`src/include/twu_pkg.sv`:
```
// Shared constants and types for the timer/watchdog unit.
// Assumes a single 50 MHz clock domain with a synchronous reset.
package twu_pkg;
   // Internal clock division for the timer time base.
   localparam int DIV_INT = 4;
   localparam logic [1:0] DIV_LAST = 2'(DIV_INT - 1);
   // Reset values of the software-visible registers.
   localparam logic [7:0] CTRL_RESET = 8'h12;
   localparam logic [7:0] PRESC_RESET = 8'hFF;
   localparam logic [15:0] COUNT_RESET = 16'hFFFF;
   // Fixed time base while the watchdog is hardware enabled.
   localparam logic [15:0] WD_HW_CONST = 16'hFFFF;
   // Watchdog service key values, written in this order.
   localparam logic [7:0] WD_KEY_FIRST = 8'hAA;
   localparam logic [7:0] WD_KEY_SECOND = 8'h55;
   // Bit positions in the timer control register.
   localparam int CTL_RUN = 7;
   localparam int CTL_SINGLE = 6;
   localparam int CTL_MODE_HI = 5;
   localparam int CTL_MODE_LO = 4;
   localparam int CTL_IN_EN = 3;
   localparam int CTL_OUT_MODE = 2;
   localparam int CTL_OUT_VAL = 1;
   localparam int CTL_OUT_EN = 0;
   // Input section modes.
   typedef enum logic [1:0] {
      TWU_IN_EVENT = 2'h0,
      TWU_IN_GATED = 2'h1,
      TWU_IN_TRIG = 2'h2,
      TWU_IN_RETRIG = 2'h3
   } twu_inmode_t;
   // Counting state of the input section.
   typedef enum logic [2:0] {
      TWU_ST_STOP = 3'h1,
      TWU_ST_WAIT = 3'h2,
      TWU_ST_COUNT = 3'h4
   } twu_state_t;
endpackage

```
`src/include/twu_presc_if.sv`:
```
// Link between the timer core and its prescaler.
// Assumes both ends share one clock; carries no clock itself.
`timescale 1ns/1ps
`default_nettype none
interface twu_presc_if;
   logic tick;
   logic clear;
   logic [7:0] div_value;
   logic carry;
   modport ctrl (output tick, output clear, output div_value, input carry);
   modport presc (input tick, input clear, input div_value, output carry);
endinterface
`default_nettype wire

```
`src/hw/twu_presc.sv`:
```
// Eight-bit prescaler: one carry per div_value+1 input ticks.
// Assumes ticks arrive as single-cycle enables on ref_clk.
`timescale 1ns/1ps
`default_nettype none
module twu_presc (
   input wire logic ref_clk,
   input wire logic srst,
   twu_presc_if.presc pif
);
   logic [7:0] pdiv_reg;

   // A lowered divisor takes effect at once, so compare with at-or-above.
   assign pif.carry = pif.tick && (pdiv_reg >= pif.div_value);

   // Count ticks and wrap on carry.
   always_ff @(posedge ref_clk) begin
      if (srst || pif.clear) begin
         pdiv_reg <= 8'h00;
      end else if (pif.tick) begin
         pdiv_reg <= pif.carry ? 8'h00 : 8'(pdiv_reg + 8'h01);
      end
   end
endmodule
`default_nettype wire

```
`src/hw/twu_top.sv`:
```
// Timer/watchdog unit: 16-bit down counter with 8-bit prescaler.
// Assumes all inputs are synchronous to ref_clk; write strobes last one cycle.
// How it works
// - Sixteen-bit down counter behind eight-bit prescaler.
// - Clock from input pin or clock/4.
// - Run bit starts next cycle; clear stops.
// - Restart resumes held count unless rewritten.
// - Running constant waits EOC; prescaler immediate.
// - End of count when counter is zero.
// - Watchdog mode ignores the run bit.
// - Single/continuous bit writable anytime, with run.
// - Single mode EOC stops, reloads, clears run.
// - Constant changed while stopped loads at restart.
// - Continuous mode reloads and keeps counting.
// - Input enable selects pin or clock/4.
// - Event mode counts each falling input edge.
// - Event counting starts first edge after run.
// - Gated mode counts clock/4 while pin high.
// - Triggerable mode starts on edge after run.
// - Retriggerable edge reloads; ignored while stopped.
// - Output disabled drives pin high.
// - Square mode toggles output each EOC.
// - PWM mode copies value bit at EOC.
// - EOC interrupt routes to top level or A0.
// - Watchdog resets system unless serviced in time.
// - Keys AAh then 55h to low reload.
// - Watchdog end of count requests system reset.
// - Prescaler divides by value plus one.
// - Select pin low enables watchdog, fixed FFFFh.
`timescale 1ns/1ps
`default_nettype none
module twu_top (
   input wire logic ref_clk,
   input wire logic srst,
   input wire logic [7:0] wdata,
   input wire logic count_low_wr,
   input wire logic count_high_wr,
   input wire logic prescale_wr,
   input wire logic control_wr,
   input wire logic watchdog_enable_wr,
   input wire logic watchdog_enable_bit,
   input wire logic ia0_select,
   input wire logic top_level_select,
   input wire logic timer_input_pin,
   input wire logic ext_irq_input,
   input wire logic hard_soft_watchdog_select,
   output logic [7:0] timer_control_reg,
   output logic [15:0] count_reg,
   output logic [7:0] prescale_reg,
   output logic watchdog_active_reg,
   output logic timer_output_pin,
   output logic irq_a0_reg,
   output logic irq_top_level_reg,
   output logic system_reset_reg
);
   twu_presc_if pif ();
   logic [1:0] div_reg;
   logic div_tick;
   logic pin_prev_reg;
   logic pin_fall;
   logic [15:0] const_reg;
   logic const_dirty_reg;
   logic key_seen_reg;
   logic out_level_reg;
   twu_pkg::twu_state_t state_reg;
   twu_pkg::twu_state_t state_next;
   twu_pkg::twu_inmode_t in_mode;
   logic run_w;
   logic ext_sel;
   logic count_tick;
   logic retrig_hit;
   logic wd_reload;
   logic start_load;
   logic eoc;
   logic timer_irq;

   // Returns true for the input modes that wait for a first falling edge.
   function automatic logic waits_edge(input twu_pkg::twu_inmode_t m);
      waits_edge = (m == twu_pkg::TWU_IN_EVENT) || (m == twu_pkg::TWU_IN_TRIG);
   endfunction

   twu_presc u_presc (
      .ref_clk(ref_clk),
      .srst(srst),
      .pif(pif.presc)
   );

   // Free-running divide-by-four of the internal clock.
   always_ff @(posedge ref_clk) begin
      if (srst) begin
         div_reg <= 2'h0;
      end else begin
         div_reg <= 2'(div_reg + 2'h1);
      end
   end
   assign div_tick = (div_reg == twu_pkg::DIV_LAST);

   // Previous pin level for falling edge detection.
   always_ff @(posedge ref_clk) begin
      if (srst) begin
         pin_prev_reg <= 1'b1;
      end else begin
         pin_prev_reg <= timer_input_pin;
      end
   end
   assign pin_fall = pin_prev_reg && !timer_input_pin;

   // Mode decode; the watchdog forces continuous internal counting.
   assign in_mode = twu_pkg::twu_inmode_t'(timer_control_reg[twu_pkg::CTL_MODE_HI:
                                                             twu_pkg::CTL_MODE_LO]);
   assign run_w = watchdog_active_reg || timer_control_reg[twu_pkg::CTL_RUN];
   assign ext_sel = timer_control_reg[twu_pkg::CTL_IN_EN] && !watchdog_active_reg;

   // Input section state: stopped, waiting for the first edge, or counting.
   always_comb begin
      state_next = state_reg;
      unique case (state_reg)
         twu_pkg::TWU_ST_STOP: begin
            if (run_w) begin
               state_next = (ext_sel && waits_edge(in_mode)) ?
                  twu_pkg::TWU_ST_WAIT : twu_pkg::TWU_ST_COUNT;
            end
         end
         twu_pkg::TWU_ST_WAIT: begin
            if (!run_w) begin
               state_next = twu_pkg::TWU_ST_STOP;
            end else if (pin_fall) begin
               state_next = twu_pkg::TWU_ST_COUNT;
            end
         end
         twu_pkg::TWU_ST_COUNT: begin
            if (!run_w) begin
               state_next = twu_pkg::TWU_ST_STOP;
            end
         end
         default: state_next = twu_pkg::TWU_ST_STOP;
      endcase
   end

   // State register.
   always_ff @(posedge ref_clk) begin
      if (srst) begin
         state_reg <= twu_pkg::TWU_ST_STOP;
      end else begin
         state_reg <= state_next;
      end
   end

   // Prescaler input tick from the selected time base.
   always_comb begin
      count_tick = 1'b0;
      if (state_reg == twu_pkg::TWU_ST_COUNT && run_w) begin
         if (!ext_sel) begin
            count_tick = div_tick;
         end else begin
            unique case (in_mode)
               twu_pkg::TWU_IN_EVENT: count_tick = pin_fall;
               twu_pkg::TWU_IN_GATED: count_tick = div_tick && timer_input_pin;
               twu_pkg::TWU_IN_TRIG: count_tick = div_tick;
               twu_pkg::TWU_IN_RETRIG: count_tick = div_tick;
            endcase
         end
      end
   end

   // Retrigger edges only act while counting; the watchdog key reloads too.
   assign retrig_hit = ext_sel && in_mode == twu_pkg::TWU_IN_RETRIG &&
                       state_reg == twu_pkg::TWU_ST_COUNT && run_w && pin_fall;
   assign wd_reload = watchdog_active_reg && count_low_wr &&
                      wdata == twu_pkg::WD_KEY_SECOND && key_seen_reg;
   assign start_load = state_reg == twu_pkg::TWU_ST_STOP && run_w && const_dirty_reg;
   assign eoc = pif.carry && count_reg == 16'h0000;
   assign timer_irq = eoc && !watchdog_active_reg;

   // Prescaler hookup; its divisor is live so writes act immediately.
   assign pif.tick = count_tick;
   assign pif.clear = retrig_hit || wd_reload;
   assign pif.div_value = prescale_reg;

   // Prescaler register, writable even in watchdog mode.
   always_ff @(posedge ref_clk) begin
      if (srst) begin
         prescale_reg <= twu_pkg::PRESC_RESET;
      end else if (prescale_wr) begin
         prescale_reg <= wdata;
      end
   end

   // Reload constant; frozen in watchdog mode, so the hardware base stays FFFFh.
   always_ff @(posedge ref_clk) begin
      if (srst) begin
         const_reg <= twu_pkg::WD_HW_CONST;
      end else if (!watchdog_active_reg) begin
         if (count_low_wr) begin
            const_reg[7:0] <= wdata;
         end
         if (count_high_wr) begin
            const_reg[15:8] <= wdata;
         end
      end
   end

   // Marks a constant written since the last load; a write beats a load.
   always_ff @(posedge ref_clk) begin
      if (srst) begin
         const_dirty_reg <= 1'b0;
      end else if (!watchdog_active_reg && (count_low_wr || count_high_wr)) begin
         const_dirty_reg <= 1'b1;
      end else if (eoc || start_load) begin
         const_dirty_reg <= 1'b0;
      end
   end

   // Down counter with its reload sources.
   always_ff @(posedge ref_clk) begin
      if (srst) begin
         count_reg <= twu_pkg::COUNT_RESET;
      end else if (wd_reload || retrig_hit || start_load) begin
         count_reg <= const_reg;
      end else if (pif.carry) begin
         count_reg <= eoc ? const_reg : 16'(count_reg - 16'h0001);
      end
   end

   // Control register; a software write wins over the single-mode clear.
   always_ff @(posedge ref_clk) begin
      if (srst) begin
         timer_control_reg <= twu_pkg::CTRL_RESET;
      end else if (control_wr) begin
         timer_control_reg <= wdata;
      end else if (eoc && timer_control_reg[twu_pkg::CTL_SINGLE] && !watchdog_active_reg) begin
         timer_control_reg[twu_pkg::CTL_RUN] <= 1'b0;
      end
   end

   // Watchdog enable: strap caught at reset, or software clears the enable bit.
   always_ff @(posedge ref_clk) begin
      if (srst) begin
         watchdog_active_reg <= !hard_soft_watchdog_select;
      end else if (watchdog_enable_wr && !watchdog_enable_bit) begin
         watchdog_active_reg <= 1'b1;
      end
   end

   // Service key tracker: any low write other than the key breaks the pair.
   always_ff @(posedge ref_clk) begin
      if (srst) begin
         key_seen_reg <= 1'b0;
      end else if (watchdog_active_reg && count_low_wr) begin
         key_seen_reg <= (wdata == twu_pkg::WD_KEY_FIRST);
      end
   end

   // System reset request on watchdog timeout.
   always_ff @(posedge ref_clk) begin
      if (srst) begin
         system_reset_reg <= 1'b0;
      end else begin
         system_reset_reg <= eoc && watchdog_active_reg;
      end
   end

   // Output waveform level, updated at each end of count.
   always_ff @(posedge ref_clk) begin
      if (srst) begin
         out_level_reg <= 1'b1;
      end else if (eoc) begin
         if (timer_control_reg[twu_pkg::CTL_OUT_MODE]) begin
            out_level_reg <= timer_control_reg[twu_pkg::CTL_OUT_VAL];
         end else begin
            out_level_reg <= !out_level_reg;
         end
      end
   end

   // Output pin: high while disabled so other functions can share it.
   always_ff @(posedge ref_clk) begin
      if (srst) begin
         timer_output_pin <= 1'b1;
      end else begin
         timer_output_pin <= !timer_control_reg[twu_pkg::CTL_OUT_EN] || out_level_reg;
      end
   end

   // Interrupt routing; with both selects low only channel A0 sees the timer.
   always_ff @(posedge ref_clk) begin
      if (srst) begin
         irq_a0_reg <= 1'b0;
         irq_top_level_reg <= 1'b0;
      end else begin
         irq_a0_reg <= ia0_select ? ext_irq_input : timer_irq;
         irq_top_level_reg <= top_level_select ? ext_irq_input :
                              (ia0_select && timer_irq);
      end
   end
endmodule
`default_nettype wire

```
`config.mk`:
```
export PLATFORM = sky130hd
export DESIGN_NAME = twu_top
export DESIGN_NICKNAME = d
export VERILOG_FILES = /design/src/include/twu_pkg.sv /design/src/include/twu_presc_if.sv /design/src/hw/twu_presc.sv /design/src/hw/twu_top.sv
export SDC_FILE = /design/constraint.sdc
export NUM_CORES = 1
export LEC_CHECK = 0
export BUFFER_PORTS_ARGS = -buffer_cell sky130_fd_sc_hd__buf_2
export CELL_PAD_IN_SITES_DETAIL_PLACEMENT = 1
export CELL_PAD_IN_SITES_GLOBAL_PLACEMENT = 2
export CORE_ASPECT_RATIO = 1.75
export CORE_UTILIZATION = 36
export CTS_CLUSTER_DIAMETER = 80
export DETAILED_ROUTE_END_ITERATION = 10
export PLACE_DENSITY = 0.88
export RECOVER_POWER = 50
export SETUP_SLACK_MARGIN = 0.2
export SYNTH_ARGS = -nofsm -noshare
export SYNTH_HDL_FRONTEND = slang
export SYNTH_SLANG_ARGS = --single-unit
```
`constraint.sdc`:
```
create_clock -name ref_clk -period 6.7 [get_ports ref_clk]
set_input_delay 0.67 -clock ref_clk [delete_from_list [all_inputs] [get_ports ref_clk]]
set_output_delay 0.67 -clock ref_clk [all_outputs]
set_load 0.01 [all_outputs]
```
---- Word-level counts from Yosys, hierarchy flattened ----
Cells that the tools add are included.
storage, ports and cells
  output and inout bits ................... 37
  input port bits ......................... 21
  word-level logic and storage cells ...... 104
  register bits after elaboration ......... 70
operators by class
  order comparisons ....................... 1
  add/subtract/negate cells ............... 3
  eq/ne operators ......................... 12
  mux-type cells .......................... 22
  reductions and logical operators ........ 47
  bitwise operators ....................... 1
operators with widths
  cell                                                count
  2-to-1 mux 16 bit                                   3
  logical AND 1 bit                                   23
  logical NOT 16 bit                                  1
  subtractor 16 x 1 -> 16 bit, second input constant  1
  2-to-1 mux 3 bit                                    5
  2-to-1 mux 1 bit                                    11
  case mux 3 bit (3 select lines)                     1
  adder 8 x 1 -> 8 bit, second input constant         1
  == test 8 x 7 -> 1 bit, second input constant       1
  == test 8 bit, second input constant                1
  greater-or-equal comparator 8 bit                   1
  logical OR 1 bit                                    8
  2-to-1 mux 8 bit                                    1
  nonzero test 2 bit                                  4
  == test 2 bit, second input constant                3
  logical NOT 1 bit                                   6
  != test 2 bit, second input constant                2
  AND reduction 2 bit                                 2
  == test 3 x 1 -> 1 bit, second input constant       1
  == test 3 x 2 -> 1 bit, second input constant       1
  == test 3 bit, second input constant                1
  != test 3 bit, second input constant                1
  case mux 1 bit (3 select lines)                     1
  AND reduction 3 bit                                 1
  5 further kinds                                     5

---- Longest topological paths before layout ----
Gate-level depths: netlist (run 1).
  depth after elaboration ................. 11
  mapped depth ............................ 12
  gate-level depth less buffers ........... 9

---- By module ----
Synthesis (run 1) repeated with hierarchy kept, for this count alone.
unflattened totals
  cell total of the unflattened synthesis .. 388
  area, all modules ....................... 3457.1 µm²
modules (own cells, without submodules)
  module     cells each  seq. area each (µm²)  area each (µm²)  times used
  twu_top    324         1251.2                2832.7           1
  twu_presc  64          160.2                 624.3            1

---- Worst setup path after synthesis (run 1) ----
OpenSTA, ideal clock, no wires.
  path type ............................... register to register
  start point ............................. register prescale_reg[2]
  end point ............................... register count_reg[13]
  buffers on the path ..................... 2
  data arrival time ....................... 2573 ps
  slack ................................... 4005 ps
  data required time ...................... 6578 ps
  library setup time ...................... 122 ps
  cell stages (with the launch flop) ...... 12
  period minus slack after synthesis ...... 2695 ps
  cells stage by stage .................... dfxtp_1 -> inv_1 -> ha_1 -> and3_1 -> o21ai_0 -> a31oi_1 -> or3_1 -> clkbuf_1 -> a21oi_2 -> clkbuf_1 -> a21oi_1 -> o32a_1
on the way
  longest elaborated chain between the ends .. 6
  elaborated cells between the ends (all ways) .. 7
  classes of those cells .................. order compare (1); mux (3); reduce/logical (3)
RTL lines
  what                                 RTL line         RTL
  start: declaration                   twu_top.sv:49    output logic [7:0] prescale_reg,
  start signal: assignment             twu_top.sv:183   prescale_reg <= twu_pkg::PRESC_RESET;
  start signal: assignment             twu_top.sv:185   prescale_reg <= wdata;
  greater-or-equal comparator 8 bit *  twu_presc.sv:13  assign pif.carry = pif.tick && (pdiv_reg >= pif.div_value);
  logical AND 1 bit *                  twu_presc.sv:13
  logical AND 1 bit                    twu_top.sv:172   assign eoc = pif.carry && count_reg == 16'h0000;
  2-to-1 mux 16 bit                    twu_top.sv:221   count_reg <= eoc ? const_reg : 16'(count_reg - 16'h0001);
  2-to-1 mux 16 bit                    twu_top.sv:220   end else if (pif.carry) begin
  2-to-1 mux 16 bit                    twu_top.sv:218   end else if (wd_reload || retrig_hit || start_load) begin
  end signal: assignment               twu_top.sv:217   count_reg <= twu_pkg::COUNT_RESET;
  end signal: assignment               twu_top.sv:219   count_reg <= const_reg;
  end signal: assignment               twu_top.sv:221
  end: declaration                     twu_top.sv:48    output logic [15:0] count_reg,
Mark *: on every way between the ends. The rest lies on a longest branch, timed or not. The select of a mux whose other input is x is not followed.
A chain may end at the register's enable or synchronous reset.

---- Worst setup path in the final report (run 1) ----
  start point ............................. register u_presc.pdiv_reg[0]
  end point ............................... register count_reg[2]
on the way
  longest elaborated chain between the ends .. 6
  elaborated cells between the ends (all ways) .. 7
  classes of those cells .................. order compare (1); mux (3); reduce/logical (3)
RTL lines
  what                                 RTL line         RTL
  start: declaration                   twu_presc.sv:10  logic [7:0] pdiv_reg;
  start signal: assignment             twu_presc.sv:20  pdiv_reg <= pif.carry ? 8'h00 : 8'(pdiv_reg + 8'h01);
  greater-or-equal comparator 8 bit *  twu_presc.sv:13
  logical AND 1 bit *                  twu_presc.sv:13
  logical AND 1 bit                    twu_top.sv:172
  2-to-1 mux 16 bit                    twu_top.sv:221
  2-to-1 mux 16 bit                    twu_top.sv:220
  2-to-1 mux 16 bit                    twu_top.sv:218
Marks and branches as above.

==> flow_summary_export.csv, run 1 <==
group,metric,value,unit
worst_setup_path,arrival,3.49,ns
drt,drtPass1Iterations,4,
placed_design,placed_area,0.00382,mm2
global_route,grt_max_degree,38,
cts,clock_sinks,70,
placed_design,io_buffers,57,
cts,worstSkewPairLatency,0.34,ns
sta,worst_pin_slew,1.80,ns
floorplan,rows,47,
cts,postCtsHoldBufs,0,
power_and_ir_drop,seq_power_share,0.434,
worst_setup_path,start_kind,"flip-flop",
cells_and_area,layout.nets,489,
cts,cts_made_buffers,9,
worst_setup_path,endpoint_kind,"flip-flop",
outcome,status,"finished, violations left",
sta,max_freq,307,MHz
synthesis,netlist_area,0.00348,mm2
drt,wire_per_inst,18.1,um
cts,cts_tree,"done",
global_route,grt_pass1_wl,17400,um
cts,htree_levels,3,
cts,cts_resized,0,
floorplan,die_h,132,um
power_and_ir_drop,p_per_area,257,mW/mm2
drt,ant_nets,0,
cells_and_area,instances_no_fill,583,
power_and_ir_drop,switchingPower,266,uW
cells_and_area,final_cell_mix,"dfxtp_1 (69), nand2_1 (64), buf_2 (42), nor2_1 (31), a21oi_1 (24)",
cells_and_area,mostFrequentLayoutCell,"dfxtp_1",
power_and_ir_drop,p_total,1.05,mW
synthesis,seq_area_frac_synth,0.406,
cells_and_area,regArea,0.00141,mm2
sta,final.setup.worst_slack,3.44,ns
power_and_ir_drop,vdd_ir_drop_max,0.156,mV
sta,min_period,3.26,ns
sta,finalHoldViolations,0,
placed_design,place_ws,3.46,ns
drt,routed_wl,10600,um
synthesis,netlist_instances,410,
cells_and_area,multi_input_area,0.00188,mm2
synthesis,avgSynthCellArea,8.49,um2
global_route,track_usage,0.224,
synthesis,yosys.area.top_type,"dfxtp_1",
worst_setup_path,cp_max_fo,27,
sta,finalCritPeriodShare,0.486,
synthesis,syn_nets,443,
drt,drc,0,
sta,tns,0,ns
drt,num_vias,3220,
floorplan,io_pins,58,
worst_setup_path,cp.required,6.93,ns
sta,slew_violations,38,
floorplan,die_x,76.3,um
floorplan,start_util,0.370,
placed_design,hpwl,7670,um
cells_and_area,diodes,0,
sta,finalSetupViolCount,0,
drt,first_iter_violations,80,
hold_path,hp-class,"flip-flop to flip-flop",
power_and_ir_drop,p_int,786,uW
sta,rsz0062_at_grt,"no",
power_and_ir_drop,power.leakage,1.68,nW
cells_and_area,final_area,0.00410,mm2
drt,viasPerCell,5.52,
sta,relSlewSlack,-0.200,
power_and_ir_drop,p_clk_frac,0.461,
global_route,first_global_vias,3430,
synthesis,ys_async_sr_fraction,0,
worst_setup_path,crit_type,"flip-flop to flip-flop",
global_route,grt_antenna_before_repair,0,
cells_and_area,area_growth,17.8,%
cts,cts-root-buf,"clkbuf_16",
synthesis,synth_warnings,0,
synthesis,ys_ff_latch,70,
synthesis,synth_edf_count,1,
outcome,violations,"max-capacitance violations, max-slew violations",
cts,clk_path_buf_depth,2,
run,maxCapViolCount,1,
synthesis,synth.distinct_cells,51,
cells_and_area,layout-drive-gt1-share,0.163,
synthesis,synthTopCellsByArea,"dfxtp_1 (40%), nand2_1 (6.9%), ha_1 (4.3%)",
placed_design,place_inst,567,
power_and_ir_drop,combPwrFrac,0.105,
global_route,overflow,0,
cells_and_area,fillers,1159,
synthesis,yosysTopAreaCellShare,0.397,
synthesis,synth_ff_type,"dfxtp_1",
placed_design,place.gp.congestion,0.835,
cts,clkTransAtPathRegs,0.06,ns
floorplan,dieArea,0.0101,mm2
sta,fin_skew,0.00591,ns
floorplan,core_region_area,0.00941,mm2
cts,cts_setup_buffers,0,
power_and_ir_drop,power.share.switching,0.253,
[per-layer routing]
layer	share of wire	GRT usage	vias to the layer above
met5	0	0	-
met4	0.043	0.136	0
met3	0.023	0.0332	30
met2	0.55	0.427	68
met1	0.38	0.222	1575
li1	-	-	1547
[critical path, stage by stage (launching register included)]
cell and delay [ns]:
dfxtp_1 0.48, inv_1 0.08, ha_1 0.27, and3_1 0.14, o21ai_0 0.14, a31oi_1 0.18, o311ai_4 0.54, nor2b_4 0.72
mux2_2 0.42, o32a_1 0.17
[layout make-up]
type                            instances  area share
Multi-Input combinational cell        295       0.459
Tap cell                              122      0.0372
Timing Repair Buffer                   59      0.0668
Inverter                               21      0.0192
Clock buffer                           12      0.0626
Clock inverter                          4      0.0110
Sequential cell                        70       0.344
[Yosys cell counts (4+ instances only)]
cell type,n
a21oi_1,24
a31oi_1,4
clkbuf_1,16
dfxtp_1,69
ha_1,12
inv_1,21
mux2_2,7
mux2i_1,10
nand2_1,64
nand2b_1,6
nand3_1,23
nand4_1,5
nor2_1,31
nor2b_1,7
nor3_1,12
nor3b_1,4
o211ai_1,10
o21a_1,6
o21ai_0,5
o32a_1,15
or3_1,5
xor2_1,6
[power by group through the flow]
| stage | Sequential (mW) | Combinational (mW) | Clock, mW |
|---|---|---|---|
| after floorplan | 0.463 | 0.0737 | 0 |
| after global placement | 0.464 | 0.108 | 0 |
| after detailed placement | 0.465 | 0.112 | 0 |
| after CTS | 0.456 | 0.113 | 0.494 |
| after global routing | 0.460 | 0.123 | 0.511 |
| final | 0.456 | 0.111 | 0.485 |
[worst paths after layout]
| check | from | cells past startpoint | to | slack (ns) |
|---|---|---|---|---|
| worst max register to register | u_presc.pdiv_reg[0] | 9 | count_reg[2] | 3.44 |
| worst max-delay path | u_presc.pdiv_reg[0] | 9 | count_reg[2] | 3.44 |
| worst min-delay path | timer_control_reg[0] | 1 | timer_output_pin | 0.41 |
| worst min register to register | timer_control_reg[0] | 1 | timer_output_pin | 0.41 |
[metrics by stage]
step,hold slack [ns],utilization
3_3_place_gp,0.393,0.406
5_1_grt,0.435,0.436
2_1_floorplan,0.399,-
3_5_place_dp,0.399,0.406
6_report,0.410,0.436
4_1_cts,0.412,0.438
[kinds of logic (layout without fill, tap and decap cells)]
group,Yosys count,after routing,share of synthesized area
AOI/OAI and AO/OA,76,76,0.159
buffers and inverters,45,96,0.0539
muxes,20,20,0.0644
and+or+nand+nor,181,181,0.259
DFF,70,70,0.406
adders and majority gates,12,12,0.0431
xor gates and xnor gates,6,6,0.0151
Power figures use the tool's default switching activity.
==> run 2: changes to the inputs <==
--- a/config.mk
+++ b/config.mk
@@ -9,10 +9,10 @@
 export CELL_PAD_IN_SITES_DETAIL_PLACEMENT = 1
 export CELL_PAD_IN_SITES_GLOBAL_PLACEMENT = 2
 export CORE_ASPECT_RATIO = 1.75
-export CORE_UTILIZATION = 36
+export CORE_UTILIZATION = 33
 export CTS_CLUSTER_DIAMETER = 80
 export DETAILED_ROUTE_END_ITERATION = 10
-export PLACE_DENSITY = 0.88
+export PLACE_DENSITY = 0.81
 export RECOVER_POWER = 50
 export SETUP_SLACK_MARGIN = 0.2
 export SYNTH_ARGS = -nofsm -noshare
==> constraint.sdc (replaced) <==
create_clock -name ref_clk -period 3.3 [get_ports ref_clk]
set_input_delay 0.33 -clock ref_clk [delete_from_list [all_inputs] [get_ports ref_clk]]
set_output_delay 0.33 -clock ref_clk [all_outputs]
set_load 0.01 [all_outputs]
==> flow_summary_export.csv, run 2 (synthesized netlist as in run 1, its figures left out) <==
group,metric,value,unit
worst_setup_path,cp_common_cell,"buf_4",
floorplan,dieArea,0.0110,mm2
power_and_ir_drop,power.share.switching,0.254,
power_and_ir_drop,p_total,2.17,mW
drt,wire_per_inst,18.1,um
worst_setup_path,cp.required,3.52,ns
floorplan,rows,49,
cells_and_area,layout.nets,500,
cells_and_area,area_growth,20.1,%
floorplan,core_region_area,0.0102,mm2
worst_setup_path,cp_max_fo,19,
floorplan,die_h,138,um
placed_design,placed_area,0.00390,mm2
cts,htree_levels,3,
cts,clkTransAtPathRegs,0.06,ns
power_and_ir_drop,p_int,1.61,mW
cts,cts_made_buffers,9,
cts,cts_tree,"done",
sta,rsz0062_at_grt,"no",
global_route,overflow,0,
sta,tns,0,ns
sta,fin_skew,0.00650,ns
sta,slew_violations,37,
cells_and_area,final_cell_mix,"dfxtp_1 (69), nand2_1 (64), clkbuf_1 (34), nor2_1 (31), buf_2 (25)",
run,maxCapViolCount,1,
placed_design,place.gp.congestion,0.801,
cells_and_area,regArea,0.00141,mm2
hold_path,hold_depth,2,
power_and_ir_drop,power.leakage,1.70,nW
drt,first_iter_violations,150,
power_and_ir_drop,combPwrFrac,0.109,
sta,max_freq,342,MHz
global_route,first_global_vias,3312,
outcome,status,"finished, violations left",
cells_and_area,finish.utilization,0.408,
hold_path,hp-class,"input pin to flip-flop",
floorplan,start_util,0.340,
cells_and_area,fillers,1220,
cells_and_area,diodes,0,
worst_setup_path,critPathSlowestCell,"dfxtp_1",
global_route,track_usage,0.210,
cts,worstSkewPairLatency,0.33,ns
worst_setup_path,ff2ff_path_depth,11,
worst_setup_path,max_stage_delay,0.44,ns
cts,clk_path_buf_depth,2,
cells_and_area,layout-drive-gt1-share,0.148,
cts,cts-root-buf,"clkbuf_16",
cts,clock_sinks,70,
power_and_ir_drop,p_clk_frac,0.463,
sta,finalHoldViolations,0,
global_route,grt_max_degree,37,
sta,holdWs,0.225,ns
worst_setup_path,endpoint_kind,"flip-flop",
power_and_ir_drop,vdd_ir_drop_max,0.303,mV
worst_setup_path,crit_chain,"inv_1 > ha_1 > and3_1 > o21ai_0 > a31oi_1 > o311ai_4 > nor2b_4 > buf_4 > buf_4 > a21oi_1 > o32a_1",
drt,drc,0,
sta,finalCritPeriodShare,0.885,
outcome,violations,"max-capacitance violations, max-slew violations",
placed_design,hpwl,7980,um
global_route,grt_antenna_before_repair,0,
sta,min_period,2.92,ns
sta,worst_pin_slew,1.73,ns
drt,num_vias,3207,
cells_and_area,instances_no_fill,599,
global_route,grt_pass1_wl,17100,um
worst_setup_path,r2r_slack,0.38,ns
drt,drtPass1Iterations,4,
floorplan,io_pins,58,
power_and_ir_drop,p_per_area,518,mW/mm2
sta,finalSetupViolCount,0,
power_and_ir_drop,switchingPower,551,uW
sta,relSlewSlack,-0.154,
placed_design,io_buffers,57,
worst_setup_path,start_kind,"flip-flop",
power_and_ir_drop,seq_power_share,0.428,
cells_and_area,mostFrequentLayoutCell,"dfxtp_1",
worst_setup_path,arrival,3.13,ns
placed_design,place_inst,581,
floorplan,die_x,79.6,um
cells_and_area,final_area,0.00418,mm2
cells_and_area,multi_input_area,0.00188,mm2
placed_design,place_ws,0.413,ns
sta,final.setup.worst_slack,0.380,ns
drt,routed_wl,10800,um
worst_setup_path,crit_type,"flip-flop to flip-flop",
cts,cts_resized,0,
drt,viasPerCell,5.35,
drt,ant_nets,0,
[run 2: changes by cell type in the layout (fill, tap and decap cells not counted), sizes merged]
| cell | change |
|---|---|
| clkinv | -1 |
| bufinv | -1 |
| clkbuf | +19 |
| buf | -6 |
[run 2: final timing paths]
check,from,end
worst max-delay path,u_presc.pdiv_reg[0],count_reg[9]
worst min-delay path,timer_input_pin,pin_prev_reg
worst max register to register,u_presc.pdiv_reg[0],count_reg[9]
worst min register to register,timer_control_reg[0],timer_output_pin
[run 2: power groups by stage]
stage	logic (mW)	clock network, mW	registers, mW
floorplan	0.150	0	0.940
global placement	0.235	0	0.942
detailed placement	0.241	0	0.943
CTS	0.243	1.02	0.925
global route	0.263	1.06	0.930
finish	0.236	1.00	0.926
[run 2: what timing repair did]
item	CTS	global route
setup buffers	0	2
hold buffers	0	0
setup endpoints to repair	0	9
[run 2: worst max-delay path: cells and delay by family (launching register included)]
kind	cells	cell delay, ns
compound gates	5	1.17
fa+ha+maj	1	0.28
flops	1	0.44
simple gates	2	0.34
buf+inv	3	0.56
[run 2: routing by layer]
| layer | part of all wire | wire length, um | global-route usage | up-vias |
|---|---|---|---|---|
| met5 | 0 | 0 | 0 | - |
| met4 | 0.038 | 414 | 0.109 | 0 |
| met3 | 0.027 | 293 | 0.0391 | 24 |
| met2 | 0.55 | 5920 | 0.391 | 56 |
| met1 | 0.39 | 4220 | 0.217 | 1563 |
| li1 | - | - | - | 1564 |
[run 2: layout make-up]
cell class                 count  share of cell area
tap                          127              0.0380
timing repair buffer          70              0.0802
inverter                      21              0.0189
clock buffer                  14              0.0730
sequential                    70               0.338
clock inverter                 2             0.00239
multi-input combinational    295               0.450
